`config.mk`:
```
export PLATFORM = sky130hd
export DESIGN_NAME = paired_timer
export DESIGN_NICKNAME = d
export VERILOG_FILES = /design/src/verilog/paired_timer_pkg.sv /design/src/verilog/pin_sync.sv /design/src/verilog/timer_prescaler.sv /design/src/verilog/paired_timer.sv
export SDC_FILE = /design/constraint.sdc
export NUM_CORES = 1
export LEC_CHECK = 0
export BUFFER_PORTS_ARGS = -buffer_cell sky130_fd_sc_hd__clkbuf_2
export CORE_ASPECT_RATIO = 1.5
export CORE_MARGIN = 8
export CORE_UTILIZATION = 45
export CTS_CLUSTER_DIAMETER = 50
export DETAILED_ROUTE_END_ITERATION = 8
export GPL_ROUTABILITY_DRIVEN = 1
export HOLD_SLACK_MARGIN = 0.12
export PLACE_DENSITY = 0.75
export SYNTH_ARGS = -nofsm -noshare
export SYNTH_HDL_FRONTEND = slang
export SYNTH_SLANG_ARGS = --single-unit
```
`constraint.sdc`:
```
create_clock -name sys_clk -period 2.1 [get_ports sys_clk]
set_input_delay 0.315 -clock sys_clk [delete_from_list [all_inputs] [get_ports sys_clk]]
set_output_delay 0.315 -clock sys_clk [all_outputs]
set_load 0.005 [all_outputs]
```
`src/verilog/paired_timer_pkg.sv`:
```
// constants shared by the paired 16/32-bit timer: control field positions,
// register selects, reset values and prescaler terminal counts.
// assumes a single 10 MHz instruction-cycle clock, sys_clk.
`default_nettype none

package paired_timer_pkg;
  // control register field positions
  localparam int CTRL_ON_BIT = 15;
  localparam int CTRL_IDLE_STOP_BIT = 13;
  localparam int CTRL_GATE_BIT = 6;
  localparam int CTRL_PRE_HI_BIT = 5;
  localparam int CTRL_PRE_LO_BIT = 4;
  localparam int CTRL_PAIR_BIT = 3;
  localparam int CTRL_CLKSRC_BIT = 1;
  localparam logic [15:0] LOWER_CTRL_MASK = 16'hA07A;
  localparam logic [15:0] UPPER_CTRL_MASK = 16'hA072;

  // register selects on the access port
  localparam logic [2:0] SEL_LOWER_COUNT = 3'h0;
  localparam logic [2:0] SEL_HOLDING = 3'h1;
  localparam logic [2:0] SEL_UPPER_COUNT = 3'h2;
  localparam logic [2:0] SEL_PERIOD_LOW = 3'h3;
  localparam logic [2:0] SEL_PERIOD_HIGH = 3'h4;
  localparam logic [2:0] SEL_LOWER_CTRL = 3'h5;
  localparam logic [2:0] SEL_UPPER_CTRL = 3'h6;

  // values after reset
  localparam logic [15:0] COUNT_RESET = 16'h0000;
  localparam logic [15:0] PERIOD_RESET = 16'hFFFF;
  localparam logic [15:0] CTRL_RESET = 16'h0000;

  // prescaler terminal counts, one less than the ratio
  localparam logic [7:0] PRE_TC_DIV1 = 8'h00;
  localparam logic [7:0] PRE_TC_DIV8 = 8'h07;
  localparam logic [7:0] PRE_TC_DIV64 = 8'h3F;
  localparam logic [7:0] PRE_TC_DIV256 = 8'hFF;
endpackage

`default_nettype wire

```
`src/verilog/pin_sync.sv`:
```
// two-flop synchroniser for an external pin with edge detection.
// assumes the pin is asynchronous to sys_clk.
`timescale 1ns/1ps
`default_nettype none

module pin_sync (
  input wire logic sys_clk,
  input wire logic resetn,
  input wire logic pinIn,
  output logic level,
  output logic rise,
  output logic fall
);
  logic meta_q;
  logic sync_q;
  logic prev_q;

  // first flop feeds only the second; edges come from the settled copy
  always_ff @(posedge sys_clk or negedge resetn) begin
    if (!resetn) begin
      meta_q <= 1'b0;
      sync_q <= 1'b0;
      prev_q <= 1'b0;
    end else begin
      meta_q <= pinIn;
      sync_q <= meta_q;
      prev_q <= sync_q;
    end
  end

  assign level = sync_q;
  assign rise = sync_q & ~prev_q;
  assign fall = ~sync_q & prev_q;
endmodule // pin_sync

`default_nettype wire

```
`src/verilog/timer_prescaler.sv`:
```
// selectable 1/8/64/256 prescaler producing one-cycle count enables.
// assumes tickIn, run and clear come from logic on sys_clk.
`timescale 1ns/1ps
`default_nettype none

module timer_prescaler #(
  parameter bit SYNC_OUT = 1'b0
) (
  input wire logic sys_clk,
  input wire logic resetn,
  input wire logic tickIn,
  input wire logic run,
  input wire logic clear,
  input wire logic [1:0] sel,
  output logic tickOut
);
  logic [7:0] cnt_q;
  logic [7:0] termCount;
  logic rawTick;

  // code to ratio mapping
  always_comb begin
    unique case (sel)
      2'b00: termCount = paired_timer_pkg::PRE_TC_DIV1;
      2'b01: termCount = paired_timer_pkg::PRE_TC_DIV8;
      2'b10: termCount = paired_timer_pkg::PRE_TC_DIV64;
      2'b11: termCount = paired_timer_pkg::PRE_TC_DIV256;
    endcase
  end

  assign rawTick = tickIn && run && (cnt_q >= termCount);

  // a halted prescaler cannot be cleared, clear is qualified by run
  always_ff @(posedge sys_clk or negedge resetn) begin
    if (!resetn) begin
      cnt_q <= 8'h00;
    end else if (run && clear) begin
      cnt_q <= 8'h00;
    end else if (tickIn && run) begin
      cnt_q <= rawTick ? 8'h00 : cnt_q + 8'h01;
    end
  end

  // optional retiming costs one cycle of latency but gives a clean enable
  generate
    if (SYNC_OUT) begin : g_sync
      logic tick_q;
      always_ff @(posedge sys_clk or negedge resetn) begin
        if (!resetn) begin
          tick_q <= 1'b0;
        end else begin
          tick_q <= rawTick && !clear;
        end
      end
      assign tickOut = tick_q;
    end else begin : g_direct
      assign tickOut = rawTick;
    end
  endgenerate
endmodule // timer_prescaler

`default_nettype wire

```
`src/verilog/paired_timer.sv`:
```
// timer pair: two 16-bit timers or one 32-bit timer/counter with
// holding register, gated accumulation, prescalers and converter trigger.
// assumes software access through the wrEn/rdEn strobe port on sys_clk;
// the external clock pins are asynchronous and are synchronised here.
`timescale 1ns/1ps
`default_nettype none

module paired_timer (
  input wire logic sys_clk,
  input wire logic resetn,
  input wire logic cpuIdle,
  input wire logic cpuSleep,
  input wire logic lowerExtClockPin,
  input wire logic upperExtClockPin,
  input wire logic wrEn,
  input wire logic rdEn,
  input wire logic [2:0] regSel,
  input wire logic [15:0] wrData,
  input wire logic lowerIntEnable,
  input wire logic upperIntEnable,
  input wire logic lowerIntFlagClear,
  input wire logic upperIntFlagClear,
  output logic [15:0] rdData_q,
  output logic lowerIntFlag_q,
  output logic upperIntFlag_q,
  output logic lowerIrq_q,
  output logic upperIrq_q,
  output logic adcTrigger_q
);
  logic [15:0] lowerCount_q;
  logic [15:0] upperCount_q;
  logic [15:0] holding_q;
  logic [15:0] periodLow_q;
  logic [15:0] periodHigh_q;
  logic [15:0] lowerCtrl_q;
  logic [15:0] upperCtrl_q;

  logic lowerLevel, lowerRise, lowerFall;
  logic upperRise;
  logic pairMode, lowerRun, upperRun, lowerGated;
  logic lowerSrcTick, upperSrcTick, lowerInc, upperInc;
  logic lowerPreClear, upperPreClear;
  logic wrLowerCount, wrUpperCount, wrLowerCtrl, wrUpperCtrl;
  logic [31:0] count32, period32, next32;
  logic match32, matchLow, matchHigh;
  logic lowerSet, upperSet, adcSet;

  pin_sync u_lower_pin (
    .sys_clk(sys_clk),
    .resetn(resetn),
    .pinIn(lowerExtClockPin),
    .level(lowerLevel),
    .rise(lowerRise),
    .fall(lowerFall)
  );

  pin_sync u_upper_pin (
    .sys_clk(sys_clk),
    .resetn(resetn),
    .pinIn(upperExtClockPin),
    // upper gate is ignored, so its settled level is left open
    .level(),
    .rise(upperRise),
    .fall()
  );

  // access strobes
  assign wrLowerCount = wrEn && (regSel == paired_timer_pkg::SEL_LOWER_COUNT);
  assign wrUpperCount = wrEn && (regSel == paired_timer_pkg::SEL_UPPER_COUNT);
  assign wrLowerCtrl = wrEn && (regSel == paired_timer_pkg::SEL_LOWER_CTRL);
  assign wrUpperCtrl = wrEn && (regSel == paired_timer_pkg::SEL_UPPER_CTRL);

  // pairing bit lives in the lower control register only
  assign pairMode = lowerCtrl_q[paired_timer_pkg::CTRL_PAIR_BIT];

  // sleep stops both halves; idle stops them only if asked
  assign lowerRun = lowerCtrl_q[paired_timer_pkg::CTRL_ON_BIT] && !cpuSleep
    && !(cpuIdle && lowerCtrl_q[paired_timer_pkg::CTRL_IDLE_STOP_BIT]);
  assign upperRun = !pairMode && upperCtrl_q[paired_timer_pkg::CTRL_ON_BIT] && !cpuSleep
    && !(cpuIdle && upperCtrl_q[paired_timer_pkg::CTRL_IDLE_STOP_BIT]);

  // gate only counts with internal clock selected
  assign lowerGated = lowerCtrl_q[paired_timer_pkg::CTRL_GATE_BIT]
    && !lowerCtrl_q[paired_timer_pkg::CTRL_CLKSRC_BIT];

  // source selection: external edge or instruction cycle, no asynchronous mode
  always_comb begin
    if (lowerCtrl_q[paired_timer_pkg::CTRL_CLKSRC_BIT]) begin
      lowerSrcTick = lowerRise;
    end else if (lowerGated) begin
      lowerSrcTick = lowerLevel;
    end else begin
      lowerSrcTick = 1'b1;
    end
  end

  // upper gate bit is ignored, so the upper half never accumulates
  assign upperSrcTick = upperCtrl_q[paired_timer_pkg::CTRL_CLKSRC_BIT] ? upperRise : 1'b1;

  // a count or control write resets that half's prescaler while that half is running
  assign lowerPreClear = wrLowerCount || wrLowerCtrl || (pairMode && (wrUpperCount || wrUpperCtrl));
  assign upperPreClear = wrUpperCount || wrUpperCtrl;

  // lower prescaler is retimed, upper is not
  timer_prescaler #(
    .SYNC_OUT(1'b1)
  ) u_lower_pre (
    .sys_clk(sys_clk),
    .resetn(resetn),
    .tickIn(lowerSrcTick),
    .run(lowerRun),
    .clear(lowerPreClear),
    .sel(lowerCtrl_q[paired_timer_pkg::CTRL_PRE_HI_BIT:paired_timer_pkg::CTRL_PRE_LO_BIT]),
    .tickOut(lowerInc)
  );

  // in 32-bit mode upperRun is low, so this prescaler sits idle
  timer_prescaler #(
    .SYNC_OUT(1'b0)
  ) u_upper_pre (
    .sys_clk(sys_clk),
    .resetn(resetn),
    .tickIn(upperSrcTick),
    .run(upperRun),
    .clear(upperPreClear),
    .sel(upperCtrl_q[paired_timer_pkg::CTRL_PRE_HI_BIT:paired_timer_pkg::CTRL_PRE_LO_BIT]),
    .tickOut(upperInc)
  );

  // combined count and period, lower word least significant
  assign count32 = {upperCount_q, lowerCount_q};
  assign period32 = {periodHigh_q, periodLow_q};
  assign match32 = (count32 == period32);
  assign next32 = match32 ? 32'h0000_0000 : count32 + 32'h0000_0001;
  assign matchLow = (lowerCount_q == periodLow_q);
  assign matchHigh = (upperCount_q == periodHigh_q);

  // lower count: software write beats counting
  always_ff @(posedge sys_clk or negedge resetn) begin
    if (!resetn) begin
      lowerCount_q <= paired_timer_pkg::COUNT_RESET;
    end else if (wrLowerCount) begin
      lowerCount_q <= wrData;
    end else if (lowerInc && pairMode) begin
      lowerCount_q <= next32[15:0];
    end else if (lowerInc) begin
      lowerCount_q <= matchLow ? 16'h0000 : lowerCount_q + 16'h0001;
    end
  end

  // upper count: loaded from holding on a paired lower write
  always_ff @(posedge sys_clk or negedge resetn) begin
    if (!resetn) begin
      upperCount_q <= paired_timer_pkg::COUNT_RESET;
    end else if (wrUpperCount) begin
      upperCount_q <= wrData;
    end else if (wrLowerCount && pairMode) begin
      upperCount_q <= holding_q;
    end else if (lowerInc && pairMode) begin
      upperCount_q <= next32[31:16];
    end else if (upperInc) begin
      upperCount_q <= matchHigh ? 16'h0000 : upperCount_q + 16'h0001;
    end
  end

  // holding register: lower read snapshots the upper word
  always_ff @(posedge sys_clk or negedge resetn) begin
    if (!resetn) begin
      holding_q <= paired_timer_pkg::COUNT_RESET;
    end else if (wrEn && regSel == paired_timer_pkg::SEL_HOLDING) begin
      holding_q <= wrData;
    end else if (rdEn && regSel == paired_timer_pkg::SEL_LOWER_COUNT) begin
      holding_q <= upperCount_q;
    end
  end

  // period and control registers; control write does not touch counts
  always_ff @(posedge sys_clk or negedge resetn) begin
    if (!resetn) begin
      periodLow_q <= paired_timer_pkg::PERIOD_RESET;
      periodHigh_q <= paired_timer_pkg::PERIOD_RESET;
      lowerCtrl_q <= paired_timer_pkg::CTRL_RESET;
      upperCtrl_q <= paired_timer_pkg::CTRL_RESET;
    end else if (wrEn) begin
      if (regSel == paired_timer_pkg::SEL_PERIOD_LOW) begin
        periodLow_q <= wrData;
      end
      if (regSel == paired_timer_pkg::SEL_PERIOD_HIGH) begin
        periodHigh_q <= wrData;
      end
      if (wrLowerCtrl) begin
        lowerCtrl_q <= wrData & paired_timer_pkg::LOWER_CTRL_MASK;
      end
      if (wrUpperCtrl) begin
        upperCtrl_q <= wrData & paired_timer_pkg::UPPER_CTRL_MASK;
      end
    end
  end

  // registered read data; unused selects read zero
  always_ff @(posedge sys_clk or negedge resetn) begin
    if (!resetn) begin
      rdData_q <= 16'h0000;
    end else if (rdEn) begin
      unique case (regSel)
        paired_timer_pkg::SEL_LOWER_COUNT: rdData_q <= lowerCount_q;
        paired_timer_pkg::SEL_HOLDING: rdData_q <= holding_q;
        paired_timer_pkg::SEL_UPPER_COUNT: rdData_q <= upperCount_q;
        paired_timer_pkg::SEL_PERIOD_LOW: rdData_q <= periodLow_q;
        paired_timer_pkg::SEL_PERIOD_HIGH: rdData_q <= periodHigh_q;
        paired_timer_pkg::SEL_LOWER_CTRL: rdData_q <= lowerCtrl_q;
        paired_timer_pkg::SEL_UPPER_CTRL: rdData_q <= upperCtrl_q;
        default: rdData_q <= 16'h0000;
      endcase
    end
  end

  // interrupt events; gate fall ends accumulation but keeps the count
  assign lowerSet = !pairMode && ((lowerInc && matchLow)
    || (lowerGated && lowerRun && lowerFall));
  assign upperSet = pairMode ? ((lowerInc && match32) || (lowerGated && lowerRun && lowerFall))
    : (upperInc && matchHigh);
  assign adcSet = pairMode && lowerInc && match32;

  // sticky flags: a set in the clearing cycle wins
  always_ff @(posedge sys_clk or negedge resetn) begin
    if (!resetn) begin
      lowerIntFlag_q <= 1'b0;
      upperIntFlag_q <= 1'b0;
    end else begin
      lowerIntFlag_q <= lowerSet || (lowerIntFlag_q && !lowerIntFlagClear);
      upperIntFlag_q <= upperSet || (upperIntFlag_q && !upperIntFlagClear);
    end
  end

  // requests gated by the enables; one cycle behind the flag
  always_ff @(posedge sys_clk or negedge resetn) begin
    if (!resetn) begin
      lowerIrq_q <= 1'b0;
      upperIrq_q <= 1'b0;
      adcTrigger_q <= 1'b0;
    end else begin
      lowerIrq_q <= lowerIntFlag_q && lowerIntEnable;
      upperIrq_q <= upperIntFlag_q && upperIntEnable;
      adcTrigger_q <= adcSet;
    end
  end
endmodule // paired_timer

`default_nettype wire

```
* Word-level counts from Yosys, hierarchy flattened
Index checks and enable logic that the tools add are counted.
** Storage, ports and cells
- Bits in latches :: 0
- Memories kept :: 0
- Output and inout port bits :: 21
- Bits in registers :: 137
- Logic and storage cells :: 137
- ROM bits :: 0
- Input bits :: 31
- Bits in writable memories :: 0
** Cells by class
- Shifts and indexed selects :: 0
- Div/mod/pow operators :: 0
- Add/sub/neg operators :: 5
- Reduce and logical (&&, ||, !) cells :: 62
- Multiplexer cells :: 25
- Equal/unequal tests :: 15
- Multipliers :: 0
- Magnitude comparators :: 2
- Bitwise gates (word level) :: 6
** Operator list (number)
- 2-to-1 mux 16 bit :: 11
- one-hot mux 16 bit (7 select lines) :: 1
- one-hot mux 8 bit (4 select lines) :: 2
- 2-to-1 mux 8 bit :: 6
- logical AND 1 bit :: 35
- adder 16 x 1 -> 16 bit (second input constant) :: 2
- adder 32 x 1 -> 32 bit (second input constant) :: 1
- == test 16 bit :: 2
- == test 32 bit :: 1
- 2-to-1 mux 32 bit :: 1
- adder 8 x 1 -> 8 bit (second input constant) :: 2
- >= comparator 8 bit :: 2
- == test 3 bit (second input constant) :: 3
- == test 2 bit (second input constant) :: 4
- zero test 1 bit :: 8
- AND reduction 2 bit :: 4
- logical OR 1 bit :: 7
- == test 3 x 2 -> 1 bit (second input constant) :: 2
- nonzero test 2 bit :: 3
- == test 2 x 1 -> 1 bit (second input constant) :: 2
- zero test 2 bit :: 2
- 2-to-1 mux 1 bit :: 4
- nonzero test 4 bit :: 1
- AND 1 bit :: 3
- 4 further kinds :: 6

* Depth between registers and ports, before layout
Gate-level depths: netlist of run 1.
- Word-level depth :: 10
- Mapped depth :: 10
- Mapped depth without buffers :: 9

* Modules after synthesis
Synthesis of run 1 repeated with hierarchy kept, for this count alone.
** Second synthesis, totals
- Cell total of the unflattened synthesis :: 884
- Area total of the unflattened synthesis :: 8470.6 um^2
** Modules (own cells, without submodules)
- paired_timer :: cells an instance 721, sequential area each 2892.8 um^2, times used 1, area each 6937.9 um^2
- timer_prescaler at u_lower_pre :: cells an instance 88, sequential area each 225.2 um^2, times used 1, area each 758.2 um^2
- timer_prescaler at u_upper_pre :: cells an instance 65, sequential area each 200.2 um^2, times used 1, area each 594.3 um^2
- pin_sync :: cells an instance 5, sequential area each 75.1 um^2, times used 2, area each 90.1 um^2

* Least setup slack after synthesis of run 1
Ideal clock, no wire load.
- Path kind :: register -> register
- From :: register upperCtrl_q[5]
- To :: register upperCount_q[9]
- Setup slack :: -0.175 ns
- Data arrival time :: 2.135 ns
- Required time :: 1.959 ns
- Cell stages (with the launch flop) :: 10
- Setup time :: 0.141 ns
- Buffers on the path :: 1
- Period minus slack after synthesis :: 2.275 ns
- Cells stage by stage :: dfrtp_1 > nor2_1 > ha_1 > a2111o_1 > a31oi_1 > nand2b_4 > nand2_1 > clkbuf_1 > o22ai_1 > a31oi_1
** On the way
- Longest elaborated chain between the ends :: 5
- Elaborated cells on any way between the ends :: 8
- Classes of those cells :: 1 x order compare; 3 x eq/ne; 1 x mux; 3 x reduce/logical
** RTL lines
- from (decl) :: RTL line paired_timer.sv:36 : logic [15:0] upperCtrl_q;
- from (signal assigned) :: RTL line paired_timer.sv:183 : upperCtrl_q <= paired_timer_pkg::CTRL_RESET;
- from (signal assigned) :: RTL line paired_timer.sv:195 : upperCtrl_q <= wrData & paired_timer_pkg::UPPER_CTRL_MASK;
- == test 2 bit (tied with other cells) :: RTL line timer_prescaler.sv:23 : unique case (sel)
- one-hot mux 8 bit (4 select lines) (*) :: RTL line timer_prescaler.sv:23
- >= comparator 8 bit (*) :: RTL line timer_prescaler.sv:31 : assign rawTick = tickIn && run && (cnt_q >= termCount);
- logical AND 1 bit (*) :: RTL line timer_prescaler.sv:31
- nonzero test 4 bit (no line) (*)
- to (signal assigned) :: RTL line paired_timer.sv:154 : upperCount_q <= paired_timer_pkg::COUNT_RESET;
- to (signal assigned) :: RTL line paired_timer.sv:156 : upperCount_q <= wrData;
- to (signal assigned) :: RTL line paired_timer.sv:158 : upperCount_q <= holding_q;
- to (decl) :: RTL line paired_timer.sv:31 : logic [15:0] upperCount_q;
Mark *: on every way between the ends. The rest lies on a longest branch, timed or not.
A chain may end at the register's enable or synchronous reset.

* Worst setup path after layout of run 1
- From :: register periodHigh_q[8]
- To :: register upperCount_q[4]
** On the way
- Longest elaborated chain between the ends :: 6
- Elaborated cells on any way between the ends :: 8
- Classes of those cells :: 2 x eq/ne; 6 x mux
** RTL lines
- from (decl) :: RTL line paired_timer.sv:34 : logic [15:0] periodHigh_q;
- from (signal assigned) :: RTL line paired_timer.sv:181 : periodHigh_q <= paired_timer_pkg::PERIOD_RESET;
- from (signal assigned) :: RTL line paired_timer.sv:189 : periodHigh_q <= wrData;
- == test 16 bit :: RTL line paired_timer.sv:136 : assign matchHigh = (upperCount_q == periodHigh_q);
- 2-to-1 mux 16 bit :: RTL line paired_timer.sv:162 : upperCount_q <= matchHigh ? 16'h0000 : upperCount_q + 16'h0001;
- 2-to-1 mux 16 bit :: RTL line paired_timer.sv:161 : end else if (upperInc) begin
- 2-to-1 mux 16 bit (*) :: RTL line paired_timer.sv:159 : end else if (lowerInc && pairMode) begin
- 2-to-1 mux 16 bit (*) :: RTL line paired_timer.sv:157 : end else if (wrLowerCount && pairMode) begin
- 2-to-1 mux 16 bit (*) :: RTL line paired_timer.sv:155 : end else if (wrUpperCount) begin
- to (signal assigned) :: RTL line paired_timer.sv:156
- to (signal assigned) :: RTL line paired_timer.sv:158
- to (signal assigned) :: RTL line paired_timer.sv:160 : upperCount_q <= next32[31:16];
Mark *: on every way between the ends. The rest lies on a longest branch, timed or not. The select of a mux whose other input is x is not followed.

==> results of run 1 <==
## cells in the mapped netlist, types with 10 or more instances
master / count
sky130_fd_sc_hd__a21oi_1: 37
sky130_fd_sc_hd__a222oi_1: 13
sky130_fd_sc_hd__a22oi_1: 10
sky130_fd_sc_hd__and3_1: 12
sky130_fd_sc_hd__buf_2: 29
sky130_fd_sc_hd__clkbuf_1: 22
sky130_fd_sc_hd__dfrtp_1: 105
sky130_fd_sc_hd__dfstp_2: 32
sky130_fd_sc_hd__ha_1: 16
sky130_fd_sc_hd__inv_1: 32
sky130_fd_sc_hd__mux2_2: 60
sky130_fd_sc_hd__mux2i_1: 23
sky130_fd_sc_hd__nand2_1: 64
sky130_fd_sc_hd__nand3_1: 25
sky130_fd_sc_hd__nand4_1: 18
sky130_fd_sc_hd__nor2_1: 49
sky130_fd_sc_hd__nor2b_1: 12
sky130_fd_sc_hd__nor3_1: 12
sky130_fd_sc_hd__nor4_1: 10
sky130_fd_sc_hd__o21ai_0: 49
sky130_fd_sc_hd__o22ai_1: 27
sky130_fd_sc_hd__xnor2_1: 21
sky130_fd_sc_hd__xor2_1: 21
## cells by family after synthesis
| group | Yosys count | synth area share [%] |
|---|---|---|
| compound gates | 218 | 18.3 |
| simple gates | 238 | 15.0 |
| mux | 84 | 11.3 |
| flops | 137 | 42.2 |
| buf+inv | 95 | 5.46 |
| fa+ha+maj | 16 | 2.44 |
| xor+xnor | 46 | 5.27 |
## worst max-delay path, cell delays in order (launching register included)
cell,delay [ns]
sky130_fd_sc_hd__dfstp_2,0.53
sky130_fd_sc_hd__xor2_1,0.06
sky130_fd_sc_hd__buf_4,0.15
sky130_fd_sc_hd__nor4_1,0.39
sky130_fd_sc_hd__nand4_1,0.29
sky130_fd_sc_hd__a21oi_1,0.22
sky130_fd_sc_hd__buf_4,0.17
sky130_fd_sc_hd__nor2b_1,0.06
sky130_fd_sc_hd__o211ai_1,0.19
sky130_fd_sc_hd__a31oi_1,0.12
## repair_timing
action / 4_1_cts / 5_1_grt
endpoints found under the setup margin: 35 / 42
hold buffers: 6 / 0
resized for setup: 26 / 78
hold endpoints to repair: 29 / 0
cloned: 1 / 3
pin swaps: 9 / 25
setup buffers: 3 / 11
## final timing paths
kind | startpoint | slack (ns) | end
setup / recovery | periodHigh_q[8]$_DFFE_PN1P_ | -0.20 | upperCount_q[4]$_DFFE_PN0P_
hold / removal | upperIntFlagClear | 0.18 | upperIntFlag_q$_DFF_PN0_
max in group asynchronous | resetn | 1.00 | periodLow_q[4]$_DFFE_PN1P_
hold reg to reg | u_upper_pin.meta_q$_DFF_PN0_ | 0.35 | u_upper_pin.level$_DFF_PN0_
setup reg to reg | periodHigh_q[8]$_DFFE_PN1P_ | -0.20 | upperCount_q[4]$_DFFE_PN0P_
min in group asynchronous | resetn | 0.41 | upperCount_q[8]$_DFFE_PN0P_
## layer usage
| layer | vias up | global-route usage, % |
|---|---|---|
| li1 | 3473 | - |
| met1 | 3901 | 27.4 |
| met2 | 420 | 40.6 |
| met3 | 127 | 4.66 |
| met4 | 0 | 17.2 |
| met5 | - | 0 |
## report_power, final
part	internal, uW	switching (uW)
Clock	1880	1190
Sequential	3410	805
Combinational	2200	2210
## area by class of cell
type / count / area [um^2]
fillers: 1396 / 6890
multi-input cells: 603 / 4790
clock inverters: 9 / 113
well taps: 217 / 272
inverters: 32 / 123
clock buffers: 23 / 488
flip-flops and latches: 137 / 3470
repair buffers: 237 / 1800
## metrics by stage
step           cell area (um^2)  TNS [ns]
6_report                  11100     -3.88
5_1_grt                   11100     -6.42
4_1_cts                   10500     -1.87
3_5_place_dp               9740     -2.87
3_3_place_gp               9740     -1.45
2_1_floorplan              8250    -0.133
## flip-flops by register name, summed over array words and instances (netlist names), 6 cells and up
| register | cells |
|---|---|
| holding_q | 16 |
| lowerCount_q | 16 |
| periodHigh_q | 16 |
| periodLow_q | 16 |
| rdData_q | 16 |
| upperCount_q | 16 |
| u_lower_pre.cnt_q | 8 |
| u_upper_pre.cnt_q | 8 |
| lowerCtrl_q | 7 |
| upperCtrl_q | 6 |
==> results summary, run 1 <==
The top cell type's share of synthesized area came out at a little under a third. Once placement completed, the tool counted placed cells totaling 1,203. The number of H-tree branching levels came out at 4.

The final RePlAce weighted congestion is approximately 1. The clock arrives with 0.0112 ns of skew. In this run the clock root is driven by a sky130_fd_sc_hd__clkbuf_16. The average vias per placed instance came out at between 6 and 7. The power consumption came out at 11,700 uW. The share of synthesized flip-flops with an asynchronous set or reset came out at 100%.

The sum of overflow across all layers after global routing came out at 0. After synthesis the netlist holds a flip-flop and latch count of 137. The count of nets left with antenna violations once routing finished came out at 0. The floorplan core area came out at 17,900 um^2. The detailed router used layers up to and including met4.

The area added between synthesis and finish is 34.5%. Summed over all cells, the static leakage comes to 0.00476 uW. The count of final hold-check violations was 0. Setup repair after global routing could not meet its margin everywhere. The flip-flop cell with the highest count after synthesis is sky130_fd_sc_hd__dfrtp_1. The number of pins exceeding their max-slew limit in the final report is 0. TritonCTS built the clock tree. Wires add up to between 20 and 30 mm.

The height of the die is 182 um. The largest net degree at the start of global routing is 53. No sink is reached through more buffers than the 2 on the longest clock path.

The overall routing resource usage came out at 24.3%. The final routed DRC violation total came out at 0. The total standard cell area after synthesis came out at 8220 um^2. The repair_antennas step left the layout with diodes totalling 0. The die is 126 um wide. The number of sinks handled by clock tree synthesis is 137. The part of the cycle the worst path needs is 109%. The post-synth net total came out at 881. The worst endpoint data arrival time is roughly 2.6 ns.

The worst slack at placement came out at -0.163 ns. The maximum net fanout on the critical path is 5. In the detailed route, the total length drawn on met2 is 14.2 mm. By startpoint and endpoint, the worst setup path is classified as reg2reg. Cells with a size suffix above 1 make up a little over two fifths of the layout. The worst path in the final design needs a cycle of between 2 and 2.5 ns, including I/O delays and setup. The fmax came out at 435 MHz. Synthesis instantiated 80 different standard cells from the library.

The final setup violation count came out at 33. The total clock buffers created by CTS is 17. The checks that failed: setup timing. The clock insertion delay at the later pin of the skew report is about 0.43 ns.

The number of buffers inserted by port buffering is 51. The synthesized design spends more area on one cell type than any other, namely sky130_fd_sc_hd__dfrtp_1. The worst setup path is captured at a register. The number of warnings printed during yosys synthesis came out at 0. The required time reported for the critical path endpoint is 2.39 ns. Once routing completed, OpenROAD measured the worst setup slack at -0.197 ns. The final-layout worst hold slack is approximately 0.18 ns. The detailed-router iteration count before antenna repair is 7.

The library cell used most frequently in the layout, excluding fill and tap cells, is sky130_fd_sc_hd__buf_4. The net count of the finished layout came out at ~1,100. The starting DRC count in detailed routing came out at approximately 990. The wire length on met3 came out at 1.96 mm. The mean cell area of the mapped netlist came out at a little under 10 um^2. The total number of placement rows came out at 60. The number of antenna violations at the first check in global routing came out at 0. The run finished, with violations left. The startpoint type of the worst setup path is a register. The first-pass GRT wire length is 43.3 mm. The top cell types in the final layout, fill and taps aside, are sky130_fd_sc_hd__buf_4, sky130_fd_sc_hd__dfrtp_1, sky130_fd_sc_hd__mux2_2.

The number of enable flip-flop cells after synthesis came out at 0. The total number of vias came out at 7,921. The effective utilization at floorplan came out at a little under half.

The actual transition at the worst max-transition pin came out at 1.28 ns. The die area came out at 22,900 um^2. The half-perimeter wire length after placement is between 20 and 25 mm.

Yosys attributes the largest share of cell area to sky130_fd_sc_hd__dfrtp_1, sky130_fd_sc_hd__dfstp_2, sky130_fd_sc_hd__mux2_2. The number of cells on the worst reg-to-reg path is 9. The share of the core filled with cells in the final layout came out at 61.6%.

The detailed-route wire length on metal 1 came out at ~11 mm. The tool flagged a number of max-cap violations equal to 0. The maximum vdd drop is 0.666 mV. The number of I/O pins is 52. After clock tree synthesis, the clock-pin slew on the worst setup and hold paths is ~0.060 ns. The gate count of the mapped netlist is 834. Counting instances, the worst hold path has a depth of 3.

Sequential cells were found to cover 42.2% of the synthesized design area. The worst slew slack as a fraction of its limit is between 10% and 20%. Dividing the detail-routed wire length by the instance count gives roughly 23 um. The tightest min-delay check is of the in2reg type. The finished layout holds ~1,300 standard cells, fillers aside. The power density of the placed cells came out at 1060 nW/um^2. The number of global-route vias before repair came out at 7,830.
(Power assumes the default switching activity.)
==> run 2, diff against run 1 <==
--- a/config.mk
+++ b/config.mk
@@ -14,6 +14,9 @@
 export GPL_ROUTABILITY_DRIVEN = 1
 export HOLD_SLACK_MARGIN = 0.12
 export PLACE_DENSITY = 0.75
+export SETUP_SLACK_MARGIN = 0.2
+export SKIP_LAST_GASP = 1
+export SLEW_MARGIN = 10
 export SYNTH_ARGS = -nofsm -noshare
 export SYNTH_HDL_FRONTEND = slang
 export SYNTH_SLANG_ARGS = --single-unit
==> run 2 against run 1 <==
Against the previous run: the run still ends with setup timing left; global-route usage grew 0.24 points; via count grew 3.1%; combinational power grew 8.4%; routed wire length grew 8.7%; critical path type unchanged; critical endpoint is now upperCount_q[0]$_DFFE_PN0P_; largest cell class unchanged.
==> results summary, run 2 (synthesis results as in run 1) <==
The starting DRC count in detailed routing came to 1,127 (was 993). The first-pass GRT wire length is 43.8 mm (was 43.3 mm). The floorplan die width is 126 um (unchanged).

The max-cap check violation count came out at 0 (unchanged). The power density of the placed cells came out at 1060 nW/um^2 (about the same). The largest net degree at the start of global routing came out at 52 (was 53). The largest clock skew in the final design came to 0.0119 ns (was 0.0112 ns). The number of cells in the design after placement came to 1,178 (was 1,203). The shortest period the worst path allows was 2.63 ns (was 2.30 ns). The total clock buffers created by CTS was 17 (unchanged). The net switching power is 4590 uW (was 4210 uW). The detailed-router iteration count before antenna repair is 8 (was 7). The overall routing resource usage was 24.6% (was 24.3%). The required time reported for the critical path endpoint came out at 2.43 ns (was 2.39 ns). The internal power summed over all cells came out at 7380 uW (was 7490 uW). The class of the tightest hold or removal check is in2reg (unchanged).

Leading cell types in the layout, fill and taps excluded: sky130_fd_sc_hd__buf_4, sky130_fd_sc_hd__dfrtp_1, sky130_fd_sc_hd__mux2_2 (unchanged). The sequential fraction of design power came out at 35.7% (was 36.0%). The number of buffers inserted by port buffering came out at 51 (unchanged). The startpoint type of the worst setup path is a register (unchanged). The worst path setup slack after routing came out at -0.533 ns (was -0.197 ns).

The total number of placement rows was 60 (unchanged). The critical setup path kind is reg2reg (unchanged). The total wire length after detailed routing is 31.4 mm (was 28.9 mm). The maximum net fanout on the critical path came out at 5 (unchanged). The half-perimeter wire length after placement is 19.2 mm (was 20.4 mm).

The maximum vdd drop is 0.760 mV (was 0.666 mV). The switching part of the total power came out at 38.3% (was 36.0%). RSZ-0062 raised after global routing: true (unchanged). The clock insertion delay at the later pin of the skew report came out at 0.44 ns (was 0.43 ns). The filler-free cell count of the finished design is 1,253 (was 1,258). The count of final hold-check violations came to 0 (unchanged). The cell area after placement is 9620 um^2 (was 9740 um^2). The worst endpoint data arrival time is 2.96 ns (was 2.59 ns). The number of pins exceeding their max-slew limit in the final report was 0 (unchanged). The part of the cycle the worst path needs is 125% (was 109%). The clock tree from TritonCTS was done (unchanged). The share of final-layout standard cells stronger than drive strength 1 came out at 45.5% (was 43.2%).

The number of I/O pins is 52 (unchanged). The floorplan core area is 17,900 um^2 (unchanged). The actual transition at the worst max-transition pin came to 1.19 ns (was 1.28 ns). The routed length per placed instance is 25.0 um (was 22.9 um). The buffer depth of the longest clock path is 2 (unchanged).

The height of the die came out at 182 um (unchanged). The clock root buffer is sky130_fd_sc_hd__clkbuf_16 (unchanged). The logic gate share of total power is 40.0% (was 37.7%). The effective utilization at floorplan came out at 45.8% (unchanged). The final routed DRC violation total is 0 (unchanged). The share of the core filled with cells in the final layout came out at 62.7% (was 61.6%). The type of destination of the critical path is a register (unchanged).

The number of antenna violations at the first check in global routing came out at 1 (was 0). The final setup violation count is 35 (was 33). The die area came to 22,900 um^2 (unchanged).

The number of H-tree branching levels came to 4 (unchanged). The sum of overflow across all layers after global routing is 0 (unchanged). The total number of vias is 8,168 (was 7,921). Outcome: finished with violations (unchanged). The number of sinks handled by clock tree synthesis came out at 137 (unchanged). The final RePlAce weighted congestion came out at 0.981 (was 0.994).

The antenna violation net count after detailed routing was 0 (unchanged). Violated checks: setup timing (unchanged). The static leakage power is 0.00480 uW (was 0.00476 uW).

The worst slew slack as a fraction of its limit is 20.4% (was 14.5%). The fmax is 380 MHz (was 435 MHz). The net count of the finished layout is 1,068 (was 1,075).

The post-route cell area came out at 11,200 um^2 (was 11,100 um^2). The area added between synthesis and finish is 36.8% (was 34.5%). The most common library cell in the layout ignoring fill and taps is sky130_fd_sc_hd__buf_4 (unchanged). The clock slew at the register clock pins of the worst setup and hold paths is 0.06 ns (about the same). The clock share of power is 24.3% (was 26.3%). The average vias per placed instance came out at 6.52 (was 6.30). The number of global-route vias before repair is 8,052 (was 7,830). The power consumption is 12,000 uW (was 11,700 uW).
run 2: power groups by stage:
stage                     clock network [uW]  logic [uW]  registers [uW]
final                                   2910        4780            4270
after global routing                    3040        5030            4330
after CTS                               2920        4110            4110
after detailed placement                   0        3710            4100
after global placement                     0        3620            4080
after floorplan                            0        2390            3830
run 2: per-layer routing:
layer  part of all wire [%]  GRT usage (%)  vias to the layer above
li1                       -              -                     3442
met1                     35           26.3                     3983
met2                     48           41.5                      562
met3                    8.0           5.01                      181
met4                    8.0           19.5                        0
met5                      0              0                        -
run 2: final timing paths:
kind                                         startpoint                      endpoint  slack [ns]  cells after the start
hold / removal                        upperIntFlagClear      upperIntFlag_q$_DFF_PN0_        0.19                      3
hold reg to reg            u_upper_pin.meta_q$_DFF_PN0_   u_upper_pin.level$_DFF_PN0_        0.35                      0
setup reg to reg            periodHigh_q[6]$_DFFE_PN1P_   upperCount_q[0]$_DFFE_PN0P_       -0.53                      7
setup / recovery            periodHigh_q[6]$_DFFE_PN1P_   upperCount_q[0]$_DFFE_PN0P_       -0.53                      7
max in group asynchronous                        resetn    periodLow_q[4]$_DFFE_PN1P_        1.05                      3
min in group asynchronous                        resetn  u_upper_pin.meta_q$_DFF_PN0_        0.37                      2
run 2: critical path, stage by stage (launching register included):
cell,delay (ns)
sky130_fd_sc_hd__dfstp_2,0.57
sky130_fd_sc_hd__xor2_1,0.56
sky130_fd_sc_hd__nor4_2,0.16
sky130_fd_sc_hd__and4_4,0.25
sky130_fd_sc_hd__o21a_4,0.14
sky130_fd_sc_hd__buf_4,0.15
sky130_fd_sc_hd__or3_4,0.42
sky130_fd_sc_hd__o311ai_2,0.27
run 2: layout make-up:
class,instances,area (um^2)
fillers,1306,6700
multi-input cells,603,4980
flip-flops and latches,137,3470
repair buffers,230,1830
clock buffers,20,447
well taps,217,272
inverters,32,120
clock inverters,12,116
diodes,2,5.00
run 2: metrics by stage:
stage	hold slack (ns)	worst slack, ns	setup TNS, ns
after floorplan	0.0194	-0.0290	-0.132
after global placement	0.254	-0.192	-1.69
after detailed placement	0.257	-0.189	-2.72
after CTS	0.187	-0.131	-1.48
after global routing	0.205	-0.578	-13.49
final	0.188	-0.533	-11.82
run 2: timing repair:
| item | 4_1_cts | 5_1_grt |
|---|---|---|
| buffers inserted | 22 | 10 |
| setup endpoints to repair | 49 | 51 |
| hold buffers | 6 | 0 |
| gates resized for setup | 76 | 73 |
| endpoints found under the hold margin | 35 | 0 |
| gates cloned | 2 | 1 |
| pin swaps | 37 | 39 |
